$ cat src/core/tx_oh_pkg.sv
// package for the transmit overhead insert port
// shared constants and state type; used by tx_overhead_insert_port, also imported by tb_top
package tx_oh_pkg;

  // position of each shared pin within the parallel hdlc transmit word
  localparam int unsigned HDLC_POS_DATA = 5;
  localparam int unsigned HDLC_POS_STROBE = 4;
  localparam int unsigned HDLC_POS_ENABLE = 7;

  // width of the hdlc slice carried on the shared pins
  localparam int unsigned HDLC_SLICE_W = 3;

  // reset values of the port outputs
  localparam logic RST_ENABLE = 1'b0;
  localparam logic RST_OH_CLOCK = 1'b0;
  localparam logic RST_BIT = 1'b0;
  localparam logic [2:0] RST_HDLC = 3'h0;

  // period of the bench transmit input clock, in ns, for reference
  localparam int unsigned TX_CLK_PERIOD_NS = 320;

  // insertion sequencer states
  typedef enum logic [0:0]
  {
    ST_IDLE = 1'b0,
    ST_ANNOUNCE = 1'b1
  } oh_state_e;

endpackage : tx_oh_pkg

$ cat src/core/tx_overhead_insert_port.sv
// transmit overhead data input port of one framer channel
// assumes the framer core runs on clk_i and announces each overhead bit one
// transmit bit period ahead; transmit_input_clock and all far-end pins are
// asynchronous and are synchronised here before use
//
// How it works
// - accepted bit goes to matching frame position
// - strobe high: sample data at transmit clock rise
// - strobe low: ignore data, keep internal bit
// - insertion on non-insertable bit is discarded
// - enable high one transmit clock, before sampling
// - data latched at next transmit rising edge
// - hdlc on: pins carry bits 5,4,7
// - overhead clock rises one bit ahead
`timescale 1ns/1ps

module tx_overhead_insert_port
  import tx_oh_pkg::*;
(
  input wire logic clk_i,                             // 25 MHz system clock
  input wire logic rst_n_i,                           // asynchronous reset, active low
  input wire logic transmit_input_clock_i,            // transmit input clock pin
  input wire logic tx_overhead_data_in_i,             // overhead data pin
  input wire logic tx_overhead_insert_strobe_i,       // insert strobe pin
  input wire logic tx_overhead_input_enable_in_i,     // enable pin, read in hdlc mode
  output logic tx_overhead_input_enable_out_o,        // enable pin, driven value
  output logic tx_overhead_input_enable_oe_o,         // enable pin, output enable
  output logic tx_overhead_clock_out_o,               // overhead clock pin
  input wire logic oh_announce_i,                     // core: next bit is overhead
  input wire logic oh_insertable_i,                   // core: that bit may be supplied
  input wire logic oh_internal_bit_i,                 // core: internally made value
  input wire logic hdlc_on_i,                         // core: hdlc controller turned on
  output logic oh_bit_o,                              // overhead bit back to core
  output logic oh_bit_valid_o,                        // one-cycle pulse with oh_bit_o
  output logic oh_bit_inserted_o,                     // bit came from the far end
  output logic [HDLC_SLICE_W-1:0] tx_hdlc_parallel_data_o, // bits 7,5,4 of hdlc word
  output logic tx_hdlc_data_valid_o                   // one-cycle pulse with hdlc bits
);

  // two-flop synchronisers for the asynchronous pins
  logic tclk_meta_reg;          // transmit clock, first stage
  logic tclk_sync_reg;          // transmit clock, second stage
  logic tclk_prev_reg;          // transmit clock, delayed for edge find
  logic data_meta_reg;          // data pin, first stage
  logic data_sync_reg;          // data pin, second stage
  logic strobe_meta_reg;        // strobe pin, first stage
  logic strobe_sync_reg;        // strobe pin, second stage
  logic enin_meta_reg;          // enable pin as input, first stage
  logic enin_sync_reg;          // enable pin as input, second stage

  // sequencer and output state
  oh_state_e state_reg;         // insertion sequencer state
  oh_state_e state_next;
  logic insertable_reg;         // latched insertable flag of the announced bit
  logic insertable_next;
  logic internal_reg;           // latched internal value of the announced bit
  logic internal_next;
  logic ohclk_reg;              // overhead clock level
  logic ohclk_next;
  logic bit_reg;                // bit handed to the core
  logic bit_next;
  logic valid_reg;              // valid pulse to the core
  logic valid_next;
  logic inserted_reg;           // inserted flag to the core
  logic inserted_next;
  logic [HDLC_SLICE_W-1:0] hdlc_reg; // hdlc slice to the controller
  logic [HDLC_SLICE_W-1:0] hdlc_next;
  logic hdlc_valid_reg;         // hdlc slice valid pulse
  logic hdlc_valid_next;

  // rising edge of the synchronised transmit clock
  logic tx_rise;
  // the far end supplies this bit
  logic take_external;

  // synchronisers: only the second stages and tclk_prev_reg are read by logic
  always_ff @(posedge clk_i or negedge rst_n_i)
  begin
    if (!rst_n_i)
    begin
      tclk_meta_reg <= 1'b0;
      tclk_sync_reg <= 1'b0;
      tclk_prev_reg <= 1'b0;
      data_meta_reg <= 1'b0;
      data_sync_reg <= 1'b0;
      strobe_meta_reg <= 1'b0;
      strobe_sync_reg <= 1'b0;
      enin_meta_reg <= 1'b0;
      enin_sync_reg <= 1'b0;
    end
    else
    begin
      tclk_meta_reg <= transmit_input_clock_i;
      tclk_sync_reg <= tclk_meta_reg;
      tclk_prev_reg <= tclk_sync_reg;
      data_meta_reg <= tx_overhead_data_in_i;
      data_sync_reg <= data_meta_reg;
      strobe_meta_reg <= tx_overhead_insert_strobe_i;
      strobe_sync_reg <= strobe_meta_reg;
      enin_meta_reg <= tx_overhead_input_enable_in_i;
      enin_sync_reg <= enin_meta_reg;
    end
  end

  // transmit clock edge, seen after the synchroniser delay; data and strobe
  // pass the same two stages, so they stay aligned with this edge
  assign tx_rise = tclk_sync_reg & ~tclk_prev_reg;

  assign take_external = strobe_sync_reg & insertable_reg & ~hdlc_on_i;

  // next-state logic of the sequencer and its outputs
  always_comb
  begin
    state_next = state_reg;
    insertable_next = insertable_reg;
    internal_next = internal_reg;
    ohclk_next = ohclk_reg;
    bit_next = bit_reg;
    valid_next = 1'b0;
    inserted_next = inserted_reg;
    case (state_reg)
      ST_IDLE:
      begin
        // an overhead bit is coming in the next bit period
        if (tx_rise && oh_announce_i)
        begin
          state_next = ST_ANNOUNCE;
          insertable_next = oh_insertable_i;
          internal_next = oh_internal_bit_i;
          ohclk_next = 1'b1;
        end
      end
      ST_ANNOUNCE:
      begin
        if (tx_rise)
        begin
          // overhead clock falls at the sampling instant
          ohclk_next = 1'b0;
          valid_next = 1'b1;
          if (take_external)
          begin
            bit_next = data_sync_reg;
            inserted_next = 1'b1;
          end
          else
          begin
            bit_next = internal_reg;
            inserted_next = 1'b0;
          end
          // back-to-back overhead bits start a new announcement at once
          if (oh_announce_i)
          begin
            state_next = ST_ANNOUNCE;
            insertable_next = oh_insertable_i;
            internal_next = oh_internal_bit_i;
            ohclk_next = 1'b1;
          end
          else
          begin
            state_next = ST_IDLE;
          end
        end
      end
      default:
      begin
        state_next = ST_IDLE;
        ohclk_next = RST_OH_CLOCK;
      end
    endcase
  end

  // next values of the hdlc slice; pins as bits 7,5,4
  always_comb
  begin
    hdlc_next = hdlc_reg;
    hdlc_valid_next = 1'b0;
    // one slice per transmit clock while the hdlc controller is on
    if (hdlc_on_i && tx_rise)
    begin
      hdlc_next = {enin_sync_reg, data_sync_reg, strobe_sync_reg};
      hdlc_valid_next = 1'b1;
    end
  end

  // registers of the sequencer and the hdlc slice
  always_ff @(posedge clk_i or negedge rst_n_i)
  begin
    if (!rst_n_i)
    begin
      state_reg <= ST_IDLE;
      insertable_reg <= 1'b0;
      internal_reg <= RST_BIT;
      ohclk_reg <= RST_OH_CLOCK;
      bit_reg <= RST_BIT;
      valid_reg <= 1'b0;
      inserted_reg <= 1'b0;
      hdlc_reg <= RST_HDLC;
      hdlc_valid_reg <= 1'b0;
    end
    else
    begin
      state_reg <= state_next;
      insertable_reg <= insertable_next;
      internal_reg <= internal_next;
      ohclk_reg <= ohclk_next;
      bit_reg <= bit_next;
      valid_reg <= valid_next;
      inserted_reg <= inserted_next;
      hdlc_reg <= hdlc_next;
      hdlc_valid_reg <= hdlc_valid_next;
    end
  end

  assign tx_overhead_input_enable_out_o = (state_reg == ST_ANNOUNCE);
  // enable pin is an input in hdlc mode
  assign tx_overhead_input_enable_oe_o = ~hdlc_on_i;
  assign tx_overhead_clock_out_o = ohclk_reg;
  assign oh_bit_o = bit_reg;
  assign oh_bit_valid_o = valid_reg;
  assign oh_bit_inserted_o = inserted_reg;
  assign tx_hdlc_parallel_data_o = hdlc_reg;
  assign tx_hdlc_data_valid_o = hdlc_valid_reg;
endmodule : tx_overhead_insert_port

$ cat config.mk
export PLATFORM = sky130hd
export DESIGN_NAME = tx_overhead_insert_port
export DESIGN_NICKNAME = d
export VERILOG_FILES = /design/src/core/tx_oh_pkg.sv /design/src/core/tx_overhead_insert_port.sv
export SDC_FILE = /design/constraint.sdc
export NUM_CORES = 1
export LEC_CHECK = 0
export ABC_AREA = 1
export ABC_CLOCK_PERIOD_IN_PS = 1140
export BUFFER_PORTS_ARGS = -buffer_cell sky130_fd_sc_hd__buf_2
export CAP_MARGIN = 15
export CORE_ASPECT_RATIO = 0.5
export CORE_MARGIN = 10
export CORE_UTILIZATION = 25
export CTS_BUF_LIST = sky130_fd_sc_hd__clkbuf_8
export DETAILED_ROUTE_END_ITERATION = 8
export PLACE_DENSITY_LB_ADDON = 0.25
export SLEW_MARGIN = 20
export SYNTH_ARGS = -nofsm -noshare
export SYNTH_HDL_FRONTEND = slang
export SYNTH_SLANG_ARGS = --single-unit
export TNS_END_PERCENT = 30
$ cat constraint.sdc
create_clock -name clk_i -period 1.14 [get_ports clk_i]
set_clock_uncertainty 0.1 [all_clocks]
set_input_delay 0.171 -clock clk_i [delete_from_list [all_inputs] [get_ports clk_i]]
set_output_delay 0.171 -clock clk_i [all_outputs]
set_load 0.02 [all_outputs]
==> results of run 1 <==
-- per-layer routing --
metal | share of wire, % | vias up
met1 | 41 | 208
met3 | 3.9 | 2
met4 | 1.8 | 0
li1 | - | 231
met2 | 53 | 8
met5 | 0 | -
-- layout by cell type (no fill, tap or decap) --
master          n
buf_2          19
clkbuf_8        4
dfrtp_1        20
dlygate4sd3_1   5
inv_1           4
inv_2           2
inv_4           2
nand2_1        18
nand2_4         2
nand3_1         3
nand3_2         1
nand4_1         1
nor2_4          1
o21ai_0         1
o21ai_1         1
o21ai_2         1
-- final timing paths --
path / start / end
setup / recovery: oh_bit_o / oh_bit_o
hold / removal: oh_insertable_i / insertable_reg
setup reg to reg: tclk_prev_reg / internal_reg
hold reg to reg: enin_meta_reg / enin_sync_reg
max in group asynchronous: rst_n_i / tclk_prev_reg
min in group asynchronous: rst_n_i / tx_hdlc_parallel_data_o[2]
-- cells in the mapped netlist --
library cell	n
inv_1	4
o21ai_0	1
nand2_1	18
nand4_1	1
o21ai_1	1
inv_2	2
o21ai_2	1
dfrtp_1	20
nand2_4	2
inv_4	2
nand3_2	1
nor2_4	1
nand3_1	3
-- final cells by class --
type | count | area share (%)
multi-input cells | 29 | 16.2
inverters | 8 | 3.75
repair buffers | 24 | 15.5
well taps | 37 | 4.96
flip-flops and latches | 20 | 53.6
clock buffers | 4 | 5.90
-- power by group through the flow --
stage	Clock (W)	Sequential (W)	Combinational, W
after floorplan	0	0.000889	0.0000791
after global placement	0	0.000830	0.000233
after detailed placement	0	0.000833	0.000238
after CTS	0.000531	0.000820	0.000251
after global routing	0.000560	0.000827	0.000275
final	0.000510	0.000819	0.000244
-- metrics by stage --
stage               util (%)  hold slack, ns  instances  total power, W
finish                  35.9          0.0647        122         0.00157
CTS                     35.9          0.0602        122         0.00160
global route            35.9          0.0807        122         0.00166
floorplan                  -          -0.225         57        0.000968
detailed placement      31.8          0.0325        113         0.00107
global placement        31.8          0.0230        113         0.00106
-- cell families after synthesis --
group	synth area share, %
compound gates	2.73
buf+inv	5.10
flops	72.9
simple gates	19.3
==> results.md, run 1 <==
* Startpoint types: flip-flop
* NetSw at 0.000394 W
* Area leader, netlist: dfrtp_1
* Max stage delay cell, worst path: dfrtp_1
* LEAKAGE at 0.496 nW
* Worst-Margin Slew at 0.422 ns
* Worst Path Max Fanout at 2
* CP Depth at 1
* Cell family with most CP delay: flip-flops
* Worst vdd ir at 734 µV
* Met3 Resource Use GR at 2.09%
* Syn. warnings at 0
* I/O pin total at 20
* Grt peak-use layer: met2
* Share of layout cells above drive strength 1 at 37.6%
* CP Buf/Inv Count at 1
* Switching Share at 25.1%
* Slowest stage delay, CP at 0.38 ns
* Number of DRC markers in iteration 0 at 26
* GRT Overall Usage at 5.04%
* Number of flip-flops under the largest register name at 3
* WS Path Type: reg -> out
* Worst EP arrival at 0.80 ns
* Flop pwr share at 52.1%
* Final ANT Viol Nets at 0
* Worst-skew pair later-pin latency at 0.25 ns
* Pre-antenna DRT Iters at 3
* CP Cell Sequence: buf_2
* FF/Latch Area at 500 µm²
* Worst reg-to-reg setup slack at 0.12 ns
* Pint at 0.00118 W
* Status: completed
* Synth area leaders: dfrtp_1 73%, nand2_1 9.8%, nand2_4 3.3%
* Unrepaired setup endpoints after global routing: no
* Synth Cell Area at 687 µm²
* Hold Path Class: in -> reg
* GP Congestion at 0.739
* Clock period minus worst slack at 1.07 ns
* Finish-stage setup viols at 0
* Buffers on Ports at 19
* Clk root buf: clkbuf_8
* Seq/Total Area, Yosys at 72.9%
* Final hold vios at 0
* Worst slew margin at 71.8%
* # DRC at 0
* Slew Viols, Final at 0
* Depth of the worst hold-timing path at 3
* Gate power share at 15.5%
* Die W at 94.1 µm
* Final setup TNS at 0 ns
* CTS Buf Count at 3
* Total gr overflow at 0
* Hold buffer count at CTS at 5
* Post-DP Area at 828 µm²
* Met1 usage in global routing at 5.19%
* Die height at 57.1 µm
* Syn_nets at 67
* Row count at 13
* Vias at 449
* Initial Utilization at 26.4%
* Met2 track demand over resource at 9.01%
* Syn Area/Cell at 12.1 µm²
* Netlist cell types at 13
* Synth Register Bits at 20
* Routed wire length at 1210 µm
* Top cell type's share of synthesized area at 72.9%
* Max cap viols at 0
* Setup bufs post-CTS at 0
* Pwr Density at 1690 nW/µm²
* First-pass GRT wire length at 2180 µm
* Routed vias/inst at 3.68
* Resized cells post-CTS at 0
* DP Wirelength at 968 µm
* Vias in the first global route at 469
* Multi-input gate area at 151 µm²
* Largest net degree at the start of global routing at 21
* CTS H-Tree Depth at 1
* # fillers at 255
* Max Root-Sink Buffers at 2
* CTS tree: built
* Area Growth Syn to Fin at 35.9%
* Reg2Reg Depth at 6
* Clock power frac at 32.4%
* Post-DR wirelength/cell at 9.95 µm
* Area of the die at 5370 µm²
* Nets at 96
* Clock transition at the registers of the reported paths at 0.07 ns
* Final setup margin at 0.0728 ns
* Core footprint at 2600 µm²
* Worst EP required at 0.87 ns
* Cell area after layout at 933 µm²
* Fmax at 937 MHz
* # clock sinks at 20
* Critical path endpoint category: output port
* Post-Place Setup Slack at 0.120 ns
* N_diodes at 0
* Cells after Synth at 57
* Initial antenna violation count at 0
* Final period util at 93.6%
No activity file was read; power rests on OpenSTA's default activity.
==> run 2, diff against run 1 <==
--- a/config.mk
+++ b/config.mk
@@ -5,7 +5,6 @@
 export SDC_FILE = /design/constraint.sdc
 export NUM_CORES = 1
 export LEC_CHECK = 0
-export ABC_AREA = 1
 export ABC_CLOCK_PERIOD_IN_PS = 1140
 export BUFFER_PORTS_ARGS = -buffer_cell sky130_fd_sc_hd__buf_2
 export CAP_MARGIN = 15
==> results.md, run 2 <==
* Worst Path Max Fanout at 2 (unchanged)
* Post-synth ARST share at 100% (unchanged)
* Number of DRC markers in iteration 0 at 5 (-81%)
* Worst-Margin Slew at 0.422 ns (+0.00000179 ns)
* Worst slew margin at 71.8% (about the same)
* Fmax at 791 MHz (-16%)
* CTS H-Tree Depth at 1 (unchanged)
* Slew Viols, Final at 0 (unchanged)
* Max Root-Sink Buffers at 2 (unchanged)
* Clock transition at the registers of the reported paths at 0.07 ns (about the same)
* Power Total at 0.00166 W (+5.3%)
* Area leader, netlist: dfrtp_1
* Count leader, synth: dfrtp_1
* Pwr Density at 1680 nW/µm² (-0.53%)
* Unrepaired setup endpoints after global routing: yes
* FF/Latch Area at 500 µm² (unchanged)
* Syn_nets at 51 (-24%)
* Total gr overflow at 0 (unchanged)
* Initial antenna violation count at 0 (unchanged)
* # fillers at 258 (+1.2%)
* Hold Path Class: in -> reg
* Worst EP arrival at 1.30 ns (+0.50 ns)
* Area of the die at 5240 µm² (-2.4%)
* Die height at 56.5 µm (-1.1%)
* Syn Area/Cell at 16.2 µm² (+34%)
* # clock sinks at 20 (unchanged)
* Final period util at 111% (+17 points)
* LEAKAGE at 0.520 nW (+4.7%)
* Area Growth Syn to Fin at 48.8%
* Initial Utilization at 25.9% (-0.54 points)
* Finished Layout Cells at 113 (-7.4%)
* Placed Cells at 101 (-11%)
* Clock period minus worst slack at 1.26 ns (+0.197 ns)
* Final hold vios at 0 (unchanged)
* Cells after Synth at 41 (-28%)
* Buffers on Ports at 19 (unchanged)
* N_diodes at 0 (unchanged)
* Critical path endpoint category: flip-flop
* Most frequent cells in the layout: 20 x dfrtp_1, 19 x buf_2, 6 x buf_4
* Worst EP required at 1.18 ns (+0.31 ns)
* Failing checks: negative setup slack
* Vias at 411 (-8.5%)
* Worst vdd ir at 1030 µV (+40%)
* Nets at 87 (-9.4%)
* WS Path Type: reg -> reg
* CTS Buf Count at 3 (unchanged)
* Synth Register Bits at 20 (unchanged)
* CTS tree: built
* Finish-stage setup viols at 5 (+5)
* EDFF count, synth at 0 (unchanged)
* Routed wire length at 1220 µm (+0.58%)
* Routed vias/inst at 3.64 (-1.2%)
* Core footprint at 2570 µm² (-1.3%)
* Pre-antenna DRT Iters at 3 (unchanged)
* Seq/Total Area, Yosys at 75.3% (+2.5 points)
* Largest net degree at the start of global routing at 21 (unchanged)
* Die W at 92.9 µm (-1.3%)
* Multi-input gate area at 170 µm² (+12%)
* Synth area leaders: dfrtp_1 75%, mux2_2 8.5%, mux2_4 4.5%
* I/O pin total at 20 (unchanged)
* Row count at 13 (unchanged)
* Commonest non-fill, non-tap cell in the layout: dfrtp_1
* First-pass GRT wire length at 2050 µm (-6.0%)
* GRT Overall Usage at 5.01% (-0.032 points)
* Top cell type's share of synthesized area at 75.3% (+2.5 points)
* Clk root buf: clkbuf_8
* Status: finished with violations
* Post-synth top flop: dfrtp_1
* Netlist cell types at 9 (-4)
* Post-DR wirelength/cell at 10.8 µm (+8.6%)
* Final setup margin at -0.124 ns (-0.197 ns)
* Startpoint types: flip-flop
* DP Wirelength at 942 µm (-2.7%)
* Share of layout cells above drive strength 1 at 53.9% (+16 points)
* Syn. warnings at 0 (unchanged)
* Post-Place Setup Slack at -0.114 ns (-0.234 ns)
* Max cap viols at 0 (unchanged)
* # DRC at 0 (unchanged)
* Number of flip-flops under the largest register name at 3 (unchanged)
* Synth cell count leaders: 20 x dfrtp_1, 5 x mux2_2, 5 x nand2_1
* Worst-skew pair later-pin latency at 0.25 ns (about the same)
* Vias in the first global route at 464 (-1.1%)
* Synth Cell Area at 664 µm² (-3.3%)
* GP Congestion at 0.681 (-7.9%)
* Final ANT Viol Nets at 0 (unchanged)
-- run 2: what timing repair did --
action	CTS	global route
endpoints found under the setup margin	6	8
endpoints found under the hold margin	24	0
hold buffers	5	0
pin swaps	2	2
resized for setup	0	8
buffers inserted	1	2
-- run 2: cells by family (layout without fill, tap and decap cells) --
kind of cell | count (synthesis) | in the layout | share of synthesized area (%)
compound gates | 2 | 2 | 1.51
buf+inv | 4 | 39 | 2.26
flops | 20 | 20 | 75.3
mux | 7 | 7 | 13.0
simple gates | 8 | 8 | 7.91
-- run 2: metal layers --
| metal | track usage [%] | wire length [µm] |
|---|---|---|
| met5 | 0 | 0 |
| met4 | 2.62 | 27 |
| met3 | 2.52 | 40 |
| met2 | 9.14 | 658 |
| met1 | 4.48 | 494 |
-- run 2: path summary, 6_finish.rpt --
check,startpoint,to,slack (ns),cells after the start
worst max register to register,insertable_reg,oh_bit_o,-0.12,3
worst min-delay path,oh_insertable_i,insertable_reg,0.05,2
min in group asynchronous,rst_n_i,oh_bit_valid_o,0.29,2
worst min register to register,enin_meta_reg,enin_sync_reg,0.25,0
max in group asynchronous,rst_n_i,tx_hdlc_parallel_data_o[0],0.35,2
worst max-delay path,insertable_reg,oh_bit_o,-0.12,3
-- run 2: layout make-up --
class	instances	share of cell area (%)
Clock buffer	4	5.57
Inverter	4	1.52
Sequential cell	20	50.6
Timing Repair Buffer	31	20.4
Multi-Input combinational cell	17	17.2
Tap cell	37	4.68
-- run 2: metrics by stage --
stage	setup TNS, ns	utilization (%)	area (µm²)	hold slack [ns]
3_3_place_gp	-0.480	32.5	836	0.0247
4_1_cts	-0.601	36.9	948	0.0444
2_1_floorplan	-0.257	-	664	-0.225
6_report	-0.170	38.5	988	0.0484
5_1_grt	-0.400	38.5	988	0.0470
3_5_place_dp	-0.553	32.5	836	0.0326
-- run 2: worst max-delay path, cell delays in order, from the launching register on --
cell      delay [ns]
dfrtp_1         0.41
nand3b_4        0.10
mux2_4          0.29
mux2_4          0.25
-- run 2: where the power goes --
group,internal (W),switching (W)
combinational,0.000152,0.000153
sequential,0.000793,0.0000436
clock,0.000306,0.000209
total,0.00125,0.000406
